`config.mk`:
```
export PLATFORM = sky130hd
export DESIGN_NAME = sensor_i2c_slave_nvm_loader
export DESIGN_NICKNAME = d
export VERILOG_FILES = /design/src/rtl/tsens_pkg.sv /design/src/rtl/pin_sync3.sv /design/src/rtl/sensor_i2c_slave_nvm_loader.sv
export SDC_FILE = /design/constraint.sdc
export NUM_CORES = 1
export LEC_CHECK = 0
export ABC_CLOCK_PERIOD_IN_PS = 8100
export BUFFER_PORTS_ARGS = -buffer_cell sky130_fd_sc_hd__clkbuf_2
export CAP_MARGIN = 20
export CORE_UTILIZATION = 28
export DETAILED_ROUTE_END_ITERATION = 8
export SYNTH_ARGS = -nofsm -noshare
export SYNTH_HDL_FRONTEND = slang
export SYNTH_SLANG_ARGS = --single-unit
```
`constraint.sdc`:
```
create_clock -name CLK -period 8.1 [get_ports CLK]
set_clock_uncertainty 0.1 [all_clocks]
set_input_delay 2.025 -clock CLK [delete_from_list [all_inputs] [get_ports CLK]]
set_output_delay 2.025 -clock CLK [all_outputs]
set_load 0.01 [all_outputs]
```
`src/rtl/tsens_pkg.sv`:
```
// Constants shared by the sensor serial slave and its non-volatile store.
// Functional notes
// - Any reset runs a 1.5 ms load of stored defaults into the registers.
// - During that load, writes to limit and configuration registers are dropped.
// - Store holds limits, config defaults and four general-purpose words.
// - Store starts locked; locked writes only change the volatile registers.
// - With unlock bit set, each config, limit or general-purpose write made while not busy also programs the store.
// - Programming one location takes 7 ms with the busy flag set throughout.
// - General-call reset reloads the store, clears unlock and relocks.
// - Busy flag also shows the power-on load while it runs.
// - An 8-bit index pointer selects the register; it resets to zero.
// - The device is slave only and never drives the clock line.
// - Clock rates from 1 kHz to 400 kHz are supported.
// - Own address is 10010 plus two bits decoded from the strap wiring.
// - A matching address byte is acknowledged on the ninth clock.
// - First written byte loads the pointer; later bytes write the register.
// - Reads use the last written pointer, which reads never change.
// - As receiver, address, pointer and data bytes are all acknowledged.
// - As transmitter, upper byte goes first, then the lower byte.
// - A data change while the clock is high is a start or stop.
// - General call is acknowledged; command 06h reloads power-up values.
package tsens_pkg;

	localparam int CLK_MHZ = 100;
	localparam int POR_TIME_US = 1500;
	localparam int PROG_TIME_US = 7000;
	localparam int POR_CYCLES = POR_TIME_US * CLK_MHZ;
	localparam int PROG_CYCLES = PROG_TIME_US * CLK_MHZ;
	localparam int CNT_W = 20;

	localparam logic [4:0] ADDR_UPPER = 5'h12;
	localparam logic [7:0] GEN_CALL_ADDR = 8'h00;
	localparam logic [7:0] GEN_CALL_RESET = 8'h06;

	localparam logic [7:0] PTR_TEMP = 8'h00;
	localparam logic [7:0] PTR_CONFIG = 8'h01;
	localparam logic [7:0] PTR_HIGH = 8'h02;
	localparam logic [7:0] PTR_LOW = 8'h03;
	localparam logic [7:0] PTR_UNLOCK = 8'h04;
	localparam logic [7:0] PTR_GP1 = 8'h05;
	localparam logic [7:0] PTR_GP4 = 8'h08;
	localparam logic [7:0] PTR_DEV_ID = 8'h0f;
	localparam logic [7:0] PTR_RESET = 8'h00;

	localparam logic [15:0] TEMP_RESET = 16'h8000;
	localparam logic [15:0] CONFIG_RESET = 16'h0220;
	localparam logic [15:0] HIGH_RESET = 16'h6000;
	localparam logic [15:0] LOW_RESET = 16'h8000;
	localparam logic [15:0] GP_RESET = 16'h0000;
	// Arbitrary neutral identification value.
	localparam logic [15:0] DEVICE_ID_DEF = 16'h0abc;

	localparam logic [15:0] CFG_WR_MASK = 16'h0ffc;
	localparam logic [15:0] CFG_NVM_MASK = 16'h07fc;
	localparam int CFG_BUSY_BIT = 12;
	localparam int CFG_MOD_LSB = 10;
	localparam logic [1:0] MOD_ALIAS_CC = 2'b10;
	localparam int UNLOCK_EUN_BIT = 15;
	localparam int UNLOCK_BUSY_BIT = 14;

	localparam int NVM_WORDS = 7;
	localparam logic [2:0] NVM_CFG = 3'd0;
	localparam logic [2:0] NVM_HIGH = 3'd1;
	localparam logic [2:0] NVM_LOW = 3'd2;
	localparam logic [2:0] NVM_GP1 = 3'd3;

	function automatic logic [15:0] nvm_default(input int idx);
		case (idx)
			0: nvm_default = CONFIG_RESET & CFG_NVM_MASK;
			1: nvm_default = HIGH_RESET;
			2: nvm_default = LOW_RESET;
			default: nvm_default = GP_RESET;
		endcase
	endfunction

endpackage
```
`src/rtl/pin_sync3.sv`:
```
// Three-stage pin synchroniser whose output moves once the last two stages agree.
module pin_sync3 #(
	parameter logic INIT = 1'b1
) (
	// Clock and reset
	input wire logic clk,
	input wire logic rst_n,
	// Pin and filtered level
	input wire logic pin,
	output logic level
);

	logic s1_reg;
	logic s2_reg;
	logic s3_reg;

	always_ff @(posedge clk or negedge rst_n) begin
		if (!rst_n) begin
			s1_reg <= INIT;
			s2_reg <= INIT;
			s3_reg <= INIT;
		end else begin
			s1_reg <= pin;
			s2_reg <= s1_reg;
			s3_reg <= s2_reg;
		end
	end

	// A one-cycle glitch never shows in both late stages, so it is filtered.
	always_ff @(posedge clk or negedge rst_n) begin
		if (!rst_n) begin
			level <= INIT;
		end else if (s2_reg == s3_reg) begin
			level <= s3_reg;
		end
	end

endmodule

```
`src/rtl/sensor_i2c_slave_nvm_loader.sv`:
```
// Serial slave front end with register map and non-volatile default loader.
module sensor_i2c_slave_nvm_loader #(
	parameter int POR_CYCLES = tsens_pkg::POR_CYCLES,
	parameter int PROG_CYCLES = tsens_pkg::PROG_CYCLES,
	parameter logic [15:0] DEVICE_ID = tsens_pkg::DEVICE_ID_DEF
) (
	// Clock and reset
	input wire logic CLK,
	input wire logic RST_N,
	// Serial bus pins; the clock line is input only
	input wire logic SCL_IN,
	input wire logic SDA_IN,
	output logic SDA_OUT,
	output logic SDA_OE,
	// Address strap pin
	input wire logic ADDRESS_STRAP_PIN,
	// Latest conversion result
	input wire logic [15:0] TEMP_RESULT,
	// Loaded configuration and store status
	output logic [15:0] CONFIG_WORD,
	output logic [15:0] HIGH_LIMIT,
	output logic [15:0] LOW_LIMIT,
	output logic NVM_BUSY,
	output logic NVM_UNLOCKED
);

	typedef enum logic [2:0] {
		ST_IDLE,
		ST_ADDR,
		ST_PTR,
		ST_DATA,
		ST_GC,
		ST_READ,
		ST_SKIP
	} bus_state_t;

	localparam logic [tsens_pkg::CNT_W-1:0] POR_LAST = tsens_pkg::CNT_W'(POR_CYCLES - 1);
	localparam logic [tsens_pkg::CNT_W-1:0] PROG_LAST = tsens_pkg::CNT_W'(PROG_CYCLES - 1);

	logic scl_s;
	logic sda_s;
	logic strap_s;
	logic scl_d_reg;
	logic sda_d_reg;
	logic scl_rise;
	logic scl_fall;
	logic start_cond;
	logic stop_cond;

	bus_state_t state_reg;
	logic [3:0] bit_cnt_reg;
	logic [7:0] shift_reg;
	logic [7:0] tx_reg;
	logic ack_reg;
	logic byte_sel_reg;
	logic [15:0] rd_latch_reg;
	logic [7:0] byte_hi_reg;
	logic hi_pend_reg;
	logic [7:0] ptr_reg;
	logic wr_req_reg;
	logic [15:0] wr_word_reg;
	logic gc_req_reg;
	logic ne_sda_reg;
	logic ne_scl_reg;
	logic [1:0] own_low;

	logic loading_reg;
	logic [tsens_pkg::CNT_W-1:0] load_cnt_reg;
	logic load_done;
	logic programming_reg;
	logic [tsens_pkg::CNT_W-1:0] prog_cnt_reg;
	logic busy;

	logic [15:0] cfg_reg;
	logic [15:0] high_reg;
	logic [15:0] low_reg;
	logic [15:0] gp_reg [0:3];
	logic eun_reg;
	logic [15:0] nvm_mem [0:tsens_pkg::NVM_WORDS-1];

	logic [15:0] rd_word;
	logic [15:0] cfg_view;
	logic wr_accept;
	logic nvm_hit;
	logic [2:0] nvm_idx;
	logic [7:0] gp_off;

	pin_sync3 #(.INIT(1'b1)) u_scl_sync (
		.clk(CLK),
		.rst_n(RST_N),
		.pin(SCL_IN),
		.level(scl_s)
	);

	pin_sync3 #(.INIT(1'b1)) u_sda_sync (
		.clk(CLK),
		.rst_n(RST_N),
		.pin(SDA_IN),
		.level(sda_s)
	);

	pin_sync3 #(.INIT(1'b0)) u_strap_sync (
		.clk(CLK),
		.rst_n(RST_N),
		.pin(ADDRESS_STRAP_PIN),
		.level(strap_s)
	);

	always_ff @(posedge CLK or negedge RST_N) begin
		if (!RST_N) begin
			scl_d_reg <= 1'b1;
			sda_d_reg <= 1'b1;
		end else begin
			scl_d_reg <= scl_s;
			sda_d_reg <= sda_s;
		end
	end

	assign scl_rise = scl_s & ~scl_d_reg;
	assign scl_fall = ~scl_s & scl_d_reg;
	assign start_cond = scl_s & scl_d_reg & sda_d_reg & ~sda_s;
	assign stop_cond = scl_s & scl_d_reg & ~sda_d_reg & sda_s;

	always_ff @(posedge CLK or negedge RST_N) begin
		if (!RST_N) begin
			ne_sda_reg <= 1'b0;
			ne_scl_reg <= 1'b0;
		end else if (start_cond) begin
			ne_sda_reg <= 1'b0;
			ne_scl_reg <= 1'b0;
		end else if (state_reg == ST_ADDR) begin
			ne_sda_reg <= ne_sda_reg | (strap_s != sda_s);
			ne_scl_reg <= ne_scl_reg | (strap_s != scl_s);
		end
	end

	// A strap that followed the clock or data line through the whole address byte
	// is taken as tied to that line; the address holds both levels, so a fixed
	// strap always mismatches both.
	always_comb begin
		if (!ne_scl_reg) begin
			own_low = 2'b11;
		end else if (!ne_sda_reg) begin
			own_low = 2'b10;
		end else begin
			own_low = {1'b0, strap_s};
		end
	end

	assign busy = loading_reg | programming_reg;

	always_comb begin
		cfg_view = cfg_reg & tsens_pkg::CFG_WR_MASK;
		if (cfg_reg[tsens_pkg::CFG_MOD_LSB +: 2] == tsens_pkg::MOD_ALIAS_CC) begin
			cfg_view[tsens_pkg::CFG_MOD_LSB +: 2] = 2'b00;
		end
		cfg_view[tsens_pkg::CFG_BUSY_BIT] = busy;
	end

	assign gp_off = ptr_reg - tsens_pkg::PTR_GP1;

	always_comb begin
		rd_word = 16'h0000;
		case (ptr_reg)
			tsens_pkg::PTR_TEMP: rd_word = TEMP_RESULT;
			tsens_pkg::PTR_CONFIG: rd_word = cfg_view;
			tsens_pkg::PTR_HIGH: rd_word = high_reg;
			tsens_pkg::PTR_LOW: rd_word = low_reg;
			tsens_pkg::PTR_UNLOCK: begin
				rd_word[tsens_pkg::UNLOCK_EUN_BIT] = eun_reg;
				rd_word[tsens_pkg::UNLOCK_BUSY_BIT] = busy;
			end
			tsens_pkg::PTR_DEV_ID: rd_word = DEVICE_ID;
			default: begin
				if (ptr_reg >= tsens_pkg::PTR_GP1 && ptr_reg <= tsens_pkg::PTR_GP4) begin
					rd_word = gp_reg[gp_off[1:0]];
				end
			end
		endcase
	end

	// Serial protocol engine; SCL is never driven, only SDA is pulled low.
	always_ff @(posedge CLK or negedge RST_N) begin
		if (!RST_N) begin
			state_reg <= ST_IDLE;
			bit_cnt_reg <= 4'h0;
			shift_reg <= 8'h00;
			tx_reg <= 8'h00;
			ack_reg <= 1'b0;
			SDA_OE <= 1'b0;
			byte_sel_reg <= 1'b0;
			rd_latch_reg <= 16'h0000;
			byte_hi_reg <= 8'h00;
			hi_pend_reg <= 1'b0;
			ptr_reg <= tsens_pkg::PTR_RESET;
			wr_req_reg <= 1'b0;
			wr_word_reg <= 16'h0000;
			gc_req_reg <= 1'b0;
		end else begin
			wr_req_reg <= 1'b0;
			gc_req_reg <= 1'b0;
			if (start_cond || stop_cond) begin
				if (hi_pend_reg) begin
					wr_req_reg <= 1'b1;
					wr_word_reg <= {byte_hi_reg, rd_word[7:0]};
				end
				hi_pend_reg <= 1'b0;
				ack_reg <= 1'b0;
				SDA_OE <= 1'b0;
				bit_cnt_reg <= 4'h0;
				state_reg <= start_cond ? ST_ADDR : ST_IDLE;
			end else if (state_reg == ST_READ) begin
				if (scl_rise) begin
					if (bit_cnt_reg == 4'd8 && sda_s) begin
						state_reg <= ST_SKIP;
					end
					if (bit_cnt_reg != 4'd9) begin
						bit_cnt_reg <= bit_cnt_reg + 4'd1;
					end
				end else if (scl_fall) begin
					if (bit_cnt_reg == 4'd9) begin
						tx_reg <= byte_sel_reg ? rd_latch_reg[7:0] : rd_latch_reg[15:8];
						SDA_OE <= byte_sel_reg ? ~rd_latch_reg[7] : ~rd_latch_reg[15];
						byte_sel_reg <= ~byte_sel_reg;
						bit_cnt_reg <= 4'h0;
					end else if (bit_cnt_reg == 4'd8) begin
						SDA_OE <= 1'b0;
					end else begin
						tx_reg <= {tx_reg[6:0], 1'b0};
						SDA_OE <= ~tx_reg[6];
					end
				end
			end else if (state_reg == ST_IDLE || state_reg == ST_SKIP) begin
				SDA_OE <= 1'b0;
			end else if (ack_reg) begin
				if (scl_fall) begin
					ack_reg <= 1'b0;
					SDA_OE <= 1'b0;
					bit_cnt_reg <= 4'h0;
				end
			end else if (scl_rise && bit_cnt_reg < 4'd8) begin
				shift_reg <= {shift_reg[6:0], sda_s};
				bit_cnt_reg <= bit_cnt_reg + 4'd1;
			end else if (scl_fall && bit_cnt_reg == 4'd8) begin
				case (state_reg)
					ST_ADDR: begin
						if (shift_reg[7:1] == {tsens_pkg::ADDR_UPPER, own_low}) begin
							ack_reg <= 1'b1;
							SDA_OE <= 1'b1;
							if (shift_reg[0]) begin
								state_reg <= ST_READ;
								bit_cnt_reg <= 4'd9;
								byte_sel_reg <= 1'b0;
								rd_latch_reg <= rd_word;
							end else begin
								state_reg <= ST_PTR;
							end
						end else if (shift_reg == tsens_pkg::GEN_CALL_ADDR) begin
							ack_reg <= 1'b1;
							SDA_OE <= 1'b1;
							state_reg <= ST_GC;
						end else begin
							state_reg <= ST_SKIP;
						end
					end
					ST_PTR: begin
						ptr_reg <= shift_reg;
						ack_reg <= 1'b1;
						SDA_OE <= 1'b1;
						state_reg <= ST_DATA;
					end
					ST_DATA: begin
						ack_reg <= 1'b1;
						SDA_OE <= 1'b1;
						if (hi_pend_reg) begin
							wr_req_reg <= 1'b1;
							wr_word_reg <= {byte_hi_reg, shift_reg};
							hi_pend_reg <= 1'b0;
						end else begin
							byte_hi_reg <= shift_reg;
							hi_pend_reg <= 1'b1;
						end
					end
					ST_GC: begin
						if (shift_reg == tsens_pkg::GEN_CALL_RESET) begin
							ack_reg <= 1'b1;
							SDA_OE <= 1'b1;
							gc_req_reg <= 1'b1;
							ptr_reg <= tsens_pkg::PTR_RESET;
						end else begin
							// Any other command is not acknowledged; the rest of the transfer is skipped.
							state_reg <= ST_SKIP;
						end
					end
					default: state_reg <= ST_SKIP;
				endcase
			end
		end
	end

	// The open-drain data pin only ever drives low.
	// clock line never driven
	always_ff @(posedge CLK or negedge RST_N) begin
		if (!RST_N) begin
			SDA_OUT <= 1'b0;
		end else begin
			SDA_OUT <= 1'b0;
		end
	end

	always_ff @(posedge CLK or negedge RST_N) begin
		if (!RST_N) begin
			loading_reg <= 1'b1;
			load_cnt_reg <= '0;
		end else if (gc_req_reg) begin
			loading_reg <= 1'b1;
			load_cnt_reg <= '0;
		end else if (loading_reg) begin
			if (load_cnt_reg == POR_LAST) begin
				loading_reg <= 1'b0;
			end
			load_cnt_reg <= load_cnt_reg + 1'b1;
		end
	end

	assign load_done = loading_reg & (load_cnt_reg == POR_LAST) & ~gc_req_reg;

	// drop limit and config writes while loading
	assign wr_accept = wr_req_reg & ~(loading_reg & (ptr_reg == tsens_pkg::PTR_CONFIG
		|| ptr_reg == tsens_pkg::PTR_HIGH || ptr_reg == tsens_pkg::PTR_LOW));

	always_comb begin
		nvm_hit = 1'b1;
		nvm_idx = tsens_pkg::NVM_CFG;
		case (ptr_reg)
			tsens_pkg::PTR_CONFIG: nvm_idx = tsens_pkg::NVM_CFG;
			tsens_pkg::PTR_HIGH: nvm_idx = tsens_pkg::NVM_HIGH;
			tsens_pkg::PTR_LOW: nvm_idx = tsens_pkg::NVM_LOW;
			default: begin
				nvm_hit = ptr_reg >= tsens_pkg::PTR_GP1 && ptr_reg <= tsens_pkg::PTR_GP4;
				nvm_idx = tsens_pkg::NVM_GP1 + {1'b0, gp_off[1:0]};
			end
		endcase
	end

	always_ff @(posedge CLK or negedge RST_N) begin
		if (!RST_N) begin
			programming_reg <= 1'b0;
			prog_cnt_reg <= '0;
			for (int i = 0; i < tsens_pkg::NVM_WORDS; i++) begin
				nvm_mem[i] <= tsens_pkg::nvm_default(i);
			end
		end else if (programming_reg) begin
			// busy for the whole programming time
			if (prog_cnt_reg == PROG_LAST) begin
				programming_reg <= 1'b0;
			end
			prog_cnt_reg <= prog_cnt_reg + 1'b1;
		end else if (wr_accept && eun_reg && nvm_hit && !loading_reg) begin
			programming_reg <= 1'b1;
			prog_cnt_reg <= '0;
			if (nvm_idx == tsens_pkg::NVM_CFG) begin
				nvm_mem[nvm_idx] <= wr_word_reg & tsens_pkg::CFG_NVM_MASK;
			end else begin
				nvm_mem[nvm_idx] <= wr_word_reg;
			end
		end
	end

	// Volatile registers; the load at the end of reset restores stored defaults.
	always_ff @(posedge CLK or negedge RST_N) begin
		if (!RST_N) begin
			cfg_reg <= tsens_pkg::CONFIG_RESET;
			high_reg <= tsens_pkg::HIGH_RESET;
			low_reg <= tsens_pkg::LOW_RESET;
			eun_reg <= 1'b0;
			for (int i = 0; i < 4; i++) begin
				gp_reg[i] <= tsens_pkg::GP_RESET;
			end
		end else if (gc_req_reg) begin
			eun_reg <= 1'b0;
		end else if (load_done) begin
			cfg_reg <= nvm_mem[tsens_pkg::NVM_CFG];
			high_reg <= nvm_mem[tsens_pkg::NVM_HIGH];
			low_reg <= nvm_mem[tsens_pkg::NVM_LOW];
			eun_reg <= 1'b0;
			for (int i = 0; i < 4; i++) begin
				gp_reg[i] <= nvm_mem[int'(tsens_pkg::NVM_GP1) + i];
			end
		end else if (wr_accept) begin
			case (ptr_reg)
				tsens_pkg::PTR_CONFIG: cfg_reg <= wr_word_reg & tsens_pkg::CFG_WR_MASK;
				tsens_pkg::PTR_HIGH: high_reg <= wr_word_reg;
				tsens_pkg::PTR_LOW: low_reg <= wr_word_reg;
				tsens_pkg::PTR_UNLOCK: eun_reg <= wr_word_reg[tsens_pkg::UNLOCK_EUN_BIT];
				default: begin
					if (nvm_hit) begin
						gp_reg[gp_off[1:0]] <= wr_word_reg;
					end
				end
			endcase
		end
	end

	always_ff @(posedge CLK or negedge RST_N) begin
		if (!RST_N) begin
			NVM_BUSY <= 1'b1;
			NVM_UNLOCKED <= 1'b0;
			CONFIG_WORD <= tsens_pkg::CONFIG_RESET;
			HIGH_LIMIT <= tsens_pkg::HIGH_RESET;
			LOW_LIMIT <= tsens_pkg::LOW_RESET;
		end else begin
			NVM_BUSY <= busy;
			NVM_UNLOCKED <= eun_reg;
			CONFIG_WORD <= cfg_view;
			HIGH_LIMIT <= high_reg;
			LOW_LIMIT <= low_reg;
		end
	end

endmodule

```
Word-level counts from Yosys, hierarchy flattened:

Index checks and enable logic that the tools add are counted.

* register bits: 400
* input bits: 21
* output and inout port bits: 52
* logic and storage cells: 373

* add/subtract/negate cells: 5
* magnitude comparators: 7
* equal/unequal tests: 55
* muxes and demuxes: 153
* bitwise operators: 34
* reductions and logical operators: 65

Operator list (count)
* 16-bit two-way mux: 20
* 64-bit two-way mux: 4
* 112-bit bitwise mux: 2
* 112-bit two-way mux: 1
* 14-bit case mux with 6 select lines: 1
* 20-bit two-way mux: 4
* 1-bit two-way mux: 75
* 64-bit bitwise mux: 1
* 4-bit two-way mux: 14
* 16-bit demux with 3-bit select: 1
* 20-bit by 1-bit adder with 20-bit output, second input constant: 2
* 8-bit AND reduction: 5
* 12-bit two-way mux: 3
* 3-bit two-way mux: 11
* 16-bit binary-select mux with 2-bit select: 1
* 16-bit demux with 2-bit select: 1
* 2-bit nonzero test: 15
* 5-bit nonzero test: 5
* 7-bit two-way mux: 3
* 20-bit by 18-bit == test with 1-bit output, second input constant: 1
* 20-bit == test, second input constant: 1
* 2-bit inequality test, second input constant: 9
* 3-bit inequality test, second input constant: 6
* 1-bit NOT: 18
* 60 further kinds: 115

Logic depth before layout (Yosys ltp):

Gate-level depths: netlist of the first run.

* word-level depth: 11
* depth in mapped cells: 13
* depth with buffers taken out: 8

Modules after synthesis:

Synthesis of the first run repeated with hierarchy kept, for this count alone.

* cell total of the unflattened synthesis: 1499
* area total of the unflattened synthesis: 17426.7 um2

By module, submodules not included
* sensor_i2c_slave_nvm_loader: instances 1, cells an instance 1484, area each 17082.6 um2, sequential area each 9532.9 um2
* pin_sync3 at u_scl_sync ...: instances 2, cells an instance 5, area each 116.4 um2, sequential area each 105.1 um2
* pin_sync3 at u_strap_sync: instances 1, cells an instance 5, area each 111.4 um2, sequential area each 100.1 um2

Least setup slack after synthesis of the first run:

No wires, ideal clock.

* path kind: reg2reg
* start point: register ptr_reg[0]
* end point: register nvm_mem[27] (netlist name)
* library setup time: 0.128 ns
* data arrival time: 3.848 ns
* required time: 7.872 ns
* path slack: 4.024 ns
* stages on the path, launching flop included: 12
* path buffers: 3
* period minus slack after synthesis: 4.076 ns
* path through: dfrtp_1 > clkbuf_1 > buf_1 > inv_1 > ha_1 > nor2b_1 > o21a_1 > or4b_1 > or4_4 > a21oi_4 > buf_6 > mux2_1

* cells in the longest elaborated chain, start to end: 10
* elaborated cells on any way between the ends: 30
* those cells by class: add/sub: 2; order compare: 4; eq/ne: 3; mux: 7; bitwise: 4; reduce/logical: 10

Ends and longest elaborated chain
* start: declaration: line sensor_i2c_slave_nvm_loader.sv:59 `logic [7:0] ptr_reg;`
* start signal: assignment: line sensor_i2c_slave_nvm_loader.sv:195 `ptr_reg <= tsens_pkg::PTR_RESET;`
* start signal: assignment: line sensor_i2c_slave_nvm_loader.sv:267 `ptr_reg <= shift_reg;`
* start signal: assignment: line sensor_i2c_slave_nvm_loader.sv:289 `ptr_reg <= tsens_pkg::PTR_RESET;`
* 2-bit by 1-bit subtractor with 2-bit output (tied with other cells): line sensor_i2c_slave_nvm_loader.sv:160 `assign gp_off = ptr_reg - tsens_pkg::PTR_GP1;`
* 2-bit by 2-bit adder with 3-bit output or 1-bit logical OR (tied branches): line sensor_i2c_slave_nvm_loader.sv:341, sensor_i2c_slave_nvm_loader.sv:330
* 3-bit case mux with 3 select lines or 1-bit logical OR (tied branches): line sensor_i2c_slave_nvm_loader.sv:335, sensor_i2c_slave_nvm_loader.sv:330
* 3-bit NOT with 4-bit output (implied by the code) or 1-bit bitwise AND (tied branches): line sensor_i2c_slave_nvm_loader.sv:363, sensor_i2c_slave_nvm_loader.sv:365, sensor_i2c_slave_nvm_loader.sv:329
* 4-bit >= comparator (implied by the code) (tied with other cells): line sensor_i2c_slave_nvm_loader.sv:363, sensor_i2c_slave_nvm_loader.sv:365
* 1-bit logical AND (implied by the code) or 1-bit bitwise AND (tied branches): line sensor_i2c_slave_nvm_loader.sv:363, sensor_i2c_slave_nvm_loader.sv:365, sensor_i2c_slave_nvm_loader.sv:329
* 16-bit two-way mux (implied by the code) or 1-bit logical AND (tied branches): line sensor_i2c_slave_nvm_loader.sv:363, sensor_i2c_slave_nvm_loader.sv:365, sensor_i2c_slave_nvm_loader.sv:359
* 16-bit demux with 3-bit select or 1-bit logical AND (tied branches): line sensor_i2c_slave_nvm_loader.sv:363, sensor_i2c_slave_nvm_loader.sv:365, sensor_i2c_slave_nvm_loader.sv:359
* 112-bit bitwise mux (tied with other cells): line sensor_i2c_slave_nvm_loader.sv:365 `nvm_mem[nvm_idx] <= wr_word_reg;`
* 112-bit two-way mux or 2-bit AND reduction (tied branches)
* end signal: indexed assignment: line sensor_i2c_slave_nvm_loader.sv:351 `nvm_mem[i] <= tsens_pkg::nvm_default(i);`
* end signal: indexed assignment: line sensor_i2c_slave_nvm_loader.sv:363 `nvm_mem[nvm_idx] <= wr_word_reg & tsens_pkg::CFG_NVM_MASK;`
* end signal: indexed assignment: line sensor_i2c_slave_nvm_loader.sv:365
* end: declaration: line sensor_i2c_slave_nvm_loader.sv:79 `logic [15:0] nvm_mem [0:tsens_pkg::NVM_WORDS-1];`

Several ways; a longest one is shown, not always the timed one.
A chain may end at the register's enable or synchronous reset.

==> flow_summary.ini, run 1 <==
[job]
cap_violations = 0

[synth]
ys_seq_elements = 392
synth-edff-count = 0
syn-cell-area_um2 = 17600
ys_types = 74
synth_cells = 1553
ys_warn_count = 0
async_flop_share_pct = 100
ys.flop_type = dfrtp_1
syn_area_per_cell_um2 = 11.4
seq_area_frac_synth_pct = 55.8

[timing]
slew_violations = 0
hold_violations = 0
min_period_ns = 4.55
fin_setup_tns_ns = 0
fmax_ghz = 0.220
maxSlewHeadroom_pct = 26.8
tightest_slew_ns = 1.10
setup_violations = 0
period_share_pct = 56.2
grt_setup_unrepaired = no

[worst_setup_path]
cp-end-kind = flip-flop
critPathMaxFanout = 21
cp-start-kind = flip-flop
worstSetupPathType = reg2reg
arrival_ns = 4.90
required_ns = 8.45

[place]
place_congestion = 0.856
dp_cells = 2365
dp_hpwl_um = 29500
port_buffers = 66

[final_layout]
drive_gt1_share_pct = 21.4
diodes = 0
nets = 1611
areaGrowthSynthToFinish_pct = 15.5
fin_cells = 2447
fin_util_pct = 32.9

[power]
p_per_area_nw_per_um2 = 253
peakVddDrop_mv = 0.138
leakage_uw = 0.00965

[cts]
cts_resized = 0
cts.sink_count = 392
cts_buffer_depth = 3
path_clk_slew_ns = 0.06
cts_htree_levels = 2
numCtsBuffers = 43
cts_setup_buffers = 0
cts-root-buf = clkbuf_16
postCtsHoldBufs = 0
clk_latency_ns = 0.59
cts_tree = built

[global_routing]
grt_busiest_layer = met2
use_met1_pct = 19.3
grt_max_degree = 186
grt_use_met3_pct = 2.55
grtUsageTotal_pct = 14.3
overflow = 0
grt_pass1_wl_um = 71700
grt_pass1_vias = 12300
grt_util_met2_pct = 23.3
antenna_found_initial = 2

[route]
route.detailed.drc = 0
vias_per_cell = 4.97
num_vias = 12200
drt_iter0_markers = 1040
ant_nets = 0
dr.pass1.iters = 5
wirelength_um = 45100
wl_per_cell_um = 18.4

[floorplan]
start_util_pct = 28.5
die_x_um = 253
rows = 91
io_pins = 73
design.core.area_um2 = 61900
die-area_um2 = 64000
fp.dieH_um = 253

[run_status]
status = completed

[hold_path]
min_path_type = reg2reg
==> per-layer routing <==
layer | vias to the layer above | share of wire, %
met1 | 6217 | 45
met4 | 4 | 2.3
met3 | 66 | 4.8
met5 | - | 0.060
li1 | 5589 | -
met2 | 281 | 48
==> worst max-delay path, stage by stage (launching register included) <==
cell	delay (ns)
dfrtp_1	0.35
buf_4	0.38
ha_1	0.71
nor3_1	0.15
a21oi_1	0.29
or4b_1	0.84
or4_4	0.66
nor2_4	0.51
mux2_2	0.41
==> per-stage QoR <==
| stage | hold WS, ns | setup WS, ns | total power (uW) | cell area [um^2] |
|---|---|---|---|---|
| final | 0.257 | 3.55 | 5160 | 20400 |
| after global placement | 0.246 | 3.67 | 3010 | 18700 |
| after floorplan | 0.231 | 4.02 | 2730 | 17700 |
| after CTS | 0.258 | 3.52 | 5210 | 20300 |
| after detailed placement | 0.249 | 3.57 | 3030 | 18700 |
| after global routing | 0.263 | 3.31 | 5380 | 20400 |
==> worst paths after layout <==
path / startpoint / end / slack [ns] / depth (start not counted)
worst min-delay path: u_scl_sync.s1_reg / u_scl_sync.s2_reg / 0.26 / 0
min in group asynchronous: RST_N / prog_cnt_reg[14] / 1.23 / 1
worst max-delay path: ptr_reg[0] / flip-flop / 3.55 / 8
max in group asynchronous: RST_N / u_strap_sync.s2_reg / 5.35 / 2
worst max register to register: ptr_reg[0] / flip-flop / 3.55 / 8
worst min register to register: u_scl_sync.s1_reg / u_scl_sync.s2_reg / 0.26 / 0
==> power breakdown <==
part | switching [uW] | leakage, uW | total [uW] | internal, uW
clock | 844 | 0.000781 | 2160 | 1320
combinational | 468 | 0.00364 | 755 | 287
sequential | 205 | 0.00522 | 2240 | 2040
==> cell families (layout without fill, tap and decap cells) <==
| family | after synthesis | count (layout) | share of synthesized area [%] |
|---|---|---|---|
| fa+ha+maj | 18 | 18 | 1.23 |
| xor+xnor | 29 | 29 | 1.44 |
| other cells | 1 | 6 | 0.0213 |
| simple gates | 431 | 431 | 11.7 |
| mux | 238 | 238 | 15.6 |
| flops | 392 | 392 | 55.8 |
| buf+inv | 127 | 179 | 2.99 |
| compound gates | 317 | 317 | 11.2 |
==> cells in the mapped netlist (4+ instances only) <==
library cell	instances	area, um^2
o21ai_0	142	711
nor3_1	9	45.0
mux4_2	16	360
buf_2	5	25.0
inv_1	12	45.0
nand2_1	193	724
nand3b_1	4	30.0
or3_1	5	31.3
xnor2_1	9	78.8
a21o_1	42	315
or2_2	7	43.8
o31ai_1	4	30.0
xor2_1	20	175
a32oi_1	4	35.0
nor2_1	55	206
a221oi_1	7	61.3
and3_1	6	37.5
and2_1	15	93.8
nand2b_1	6	37.5
nor2b_1	7	43.8
a211oi_1	5	37.5
buf_4	8	60.1
a21oi_1	54	270
mux2_2	123	1390
a222oi_1	15	150
mux2i_1	87	871
a22o_1	14	123
dfstp_2	27	709
dfrtp_1	365	9130
nand3_1	70	350
ha_1	15	188
nor4_1	9	56.3
buf_1	10	37.5
mux2_1	12	135
nand4_1	18	113
clkbuf_1	90	338
==> cells in the final DEF (no fill, tap or decap), types with 8 or more instances in the layout <==
cell,netlist,final
clkbuf_1,90,8
clkbuf_16,0,43
clkbuf_2,0,65
nor2_1,55,55
dfstp_2,27,27
nand2_1,193,193
a21oi_1,54,54
buf_4,8,17
inv_1,12,12
a21o_1,42,42
o21ai_0,142,142
ha_1,15,15
a222oi_1,15,15
nand4_1,18,18
a22o_1,14,14
dfrtp_1,365,365
mux4_2,16,16
xor2_1,20,20
mux2_1,12,12
xnor2_1,9,9
clkbuf_8,0,11
and2_1,15,15
nor4_1,9,9
nor3_1,9,8
mux2_2,123,123
nand3_1,70,70
mux2i_1,87,87
==> final cells by class <==
| type | instances | area, um^2 |
|---|---|---|
| Clock buffer | 62 | 1260 |
| Clock inverter | 18 | 332 |
| Fill cell | 6242 | 41600 |
| Inverter | 12 | 45.0 |
| Multi-Input combinational cell | 1039 | 7290 |
| Sequential cell | 392 | 9840 |
| Tap cell | 837 | 1050 |
| Timing Repair Buffer | 87 | 551 |
(Power assumes the default switching activity.)
==> run 2, diff against run 1 <==
ABC_CLOCK_PERIOD_IN_PS = 4800   (was 8100)
clock period = 4.8 ns   (was 8.1 ns; I/O delays follow)
==> flow_summary.ini, run 2 (synthesis results as in run 1) <==
[run_status]
status = completed

[cts]
path_clk_slew_ns = 0.07
clk_latency_ns = 0.60
cts_buffer_depth = 3
postCtsHoldBufs = 0
cts_setup_buffers = 0
cts_resized = 0
cts_htree_levels = 2
cts.sink_count = 392
cts-root-buf = clkbuf_16
cts_tree = built
numCtsBuffers = 43

[worst_setup_path]
cp-start-kind = flip-flop
critPathMaxFanout = 20
slowest_stage = or4b_1
r2r-start = ptr_reg[0]
required_ns = 5.17
cp-startpoint = ptr_reg[0]
cp_cell_sequence = inv_1 -> ha_1 -> nor2b_1 -> o21a_1 -> or4b_1 -> or4_4 -> a21oi_4 -> mux2_2
cp-end-kind = flip-flop
rr_worst_depth = 8
regToRegSetupSlack_ns = 0.63
arrival_ns = 4.54
worstSetupPathType = reg2reg
slowest_delay_ns = 0.88

[global_routing]
overflow = 0
grt_max_degree = 148
grt_pass1_wl_um = 72300
grt_pass1_vias = 12300
grtUsageTotal_pct = 14.4
antenna_found_initial = 0

[place]
port_buffers = 66
dp_hpwl_um = 29900
pre_cts_ws_ns = 0.668
placed_cell_area_um2 = 18800
place_congestion = 0.874

[floorplan]
start_util_pct = 28.5
design.core.area_um2 = 61900
fp.dieH_um = 253
die_x_um = 253
rows = 91
io_pins = 73
die-area_um2 = 64000

[timing]
hold_violations = 0
grt_setup_unrepaired = no
timing.hold.ws_ns = 0.254
fin_setup_tns_ns = 0
fin_ws_ns = 0.630
tightest_slew_ns = 1.10
setup_violations = 0
min_period_ns = 4.17
slew_violations = 0
fmax_ghz = 0.240
maxSlewHeadroom_pct = 26.9
period_share_pct = 86.9

[final_layout]
final_common_cell = dfrtp_1
diodes = 0
final_cell_mix = dfrtp_1, nand2_1, o21ai_0
areaGrowthSynthToFinish_pct = 15.0
drive_gt1_share_pct = 21.2
nets = 1612
stdcell_area_um2 = 20300

[job]
cap_violations = 0

[route]
dr.pass1.iters = 7
wl_per_cell_um = 18.6
wirelength_um = 45500
vias_per_cell = 5.04
drt_iter0_markers = 1088
route.detailed.drc = 0
num_vias = 12300
ant_nets = 0

[hold_path]
holdPathStages = 0
hp-start = u_scl_sync.s1_reg
min_path_type = reg2reg

[power]
leakage_uw = 0.00961
peakVddDrop_mv = 0.230
p_per_area_nw_per_um2 = 419
-- run 2: per-stage QoR --
stage	utilization, %	cells	total power (uW)
2_1_floorplan	-	1558	4610
3_3_place_gp	30.3	2366	5080
3_5_place_dp	30.3	2367	5120
4_1_cts	32.7	2447	8560
5_1_grt	32.8	2448	8850
6_report	32.8	2448	8490
-- run 2: critical path, delay by kind of cell (launching register included) --
family                     cells  cell delay [ns]
muxes                          1             0.41
DFF                            1             0.64
buffers and inverters          1             0.16
AOI/OAI and AO/OA              2             0.73
and+or+nand+nor                3             1.70
adders and majority gates      1             0.30
-- run 2: cell type report --
cell class / count / area [um^2]
inverter: 12 / 45.0
sequential: 392 / 9840
timing repair buffer: 88 / 583
multi-input combinational: 1039 / 7290
tap: 837 / 1050
fill: 6254 / 41700
clock buffer: 60 / 1200
clock inverter: 20 / 275
-- run 2: metal layers --
metal / track usage, % / share of wire, %
met5: 0 / 0
met4: 6.04 / 3.7
met3: 2.54 / 5.2
met2: 23.2 / 48
met1: 19.0 / 43
-- run 2: worst min path at each step --
stage                          endpoint  slack (ns)
detailed placement  u_strap_sync.s2_reg        0.24
finish                u_scl_sync.s2_reg        0.25
global route          u_scl_sync.s2_reg        0.26
CTS                 u_strap_sync.s2_reg        0.26
global placement    u_strap_sync.s2_reg        0.24
floorplan           u_strap_sync.s2_reg        0.23
-- run 2: report_power, final --
group	internal [uW]	switching [uW]	leakage, uW
Combinational	489	790	0.00366
Sequential	3430	367	0.00522
Clock	1990	1420	0.000723
Total	5920	2580	0.00961
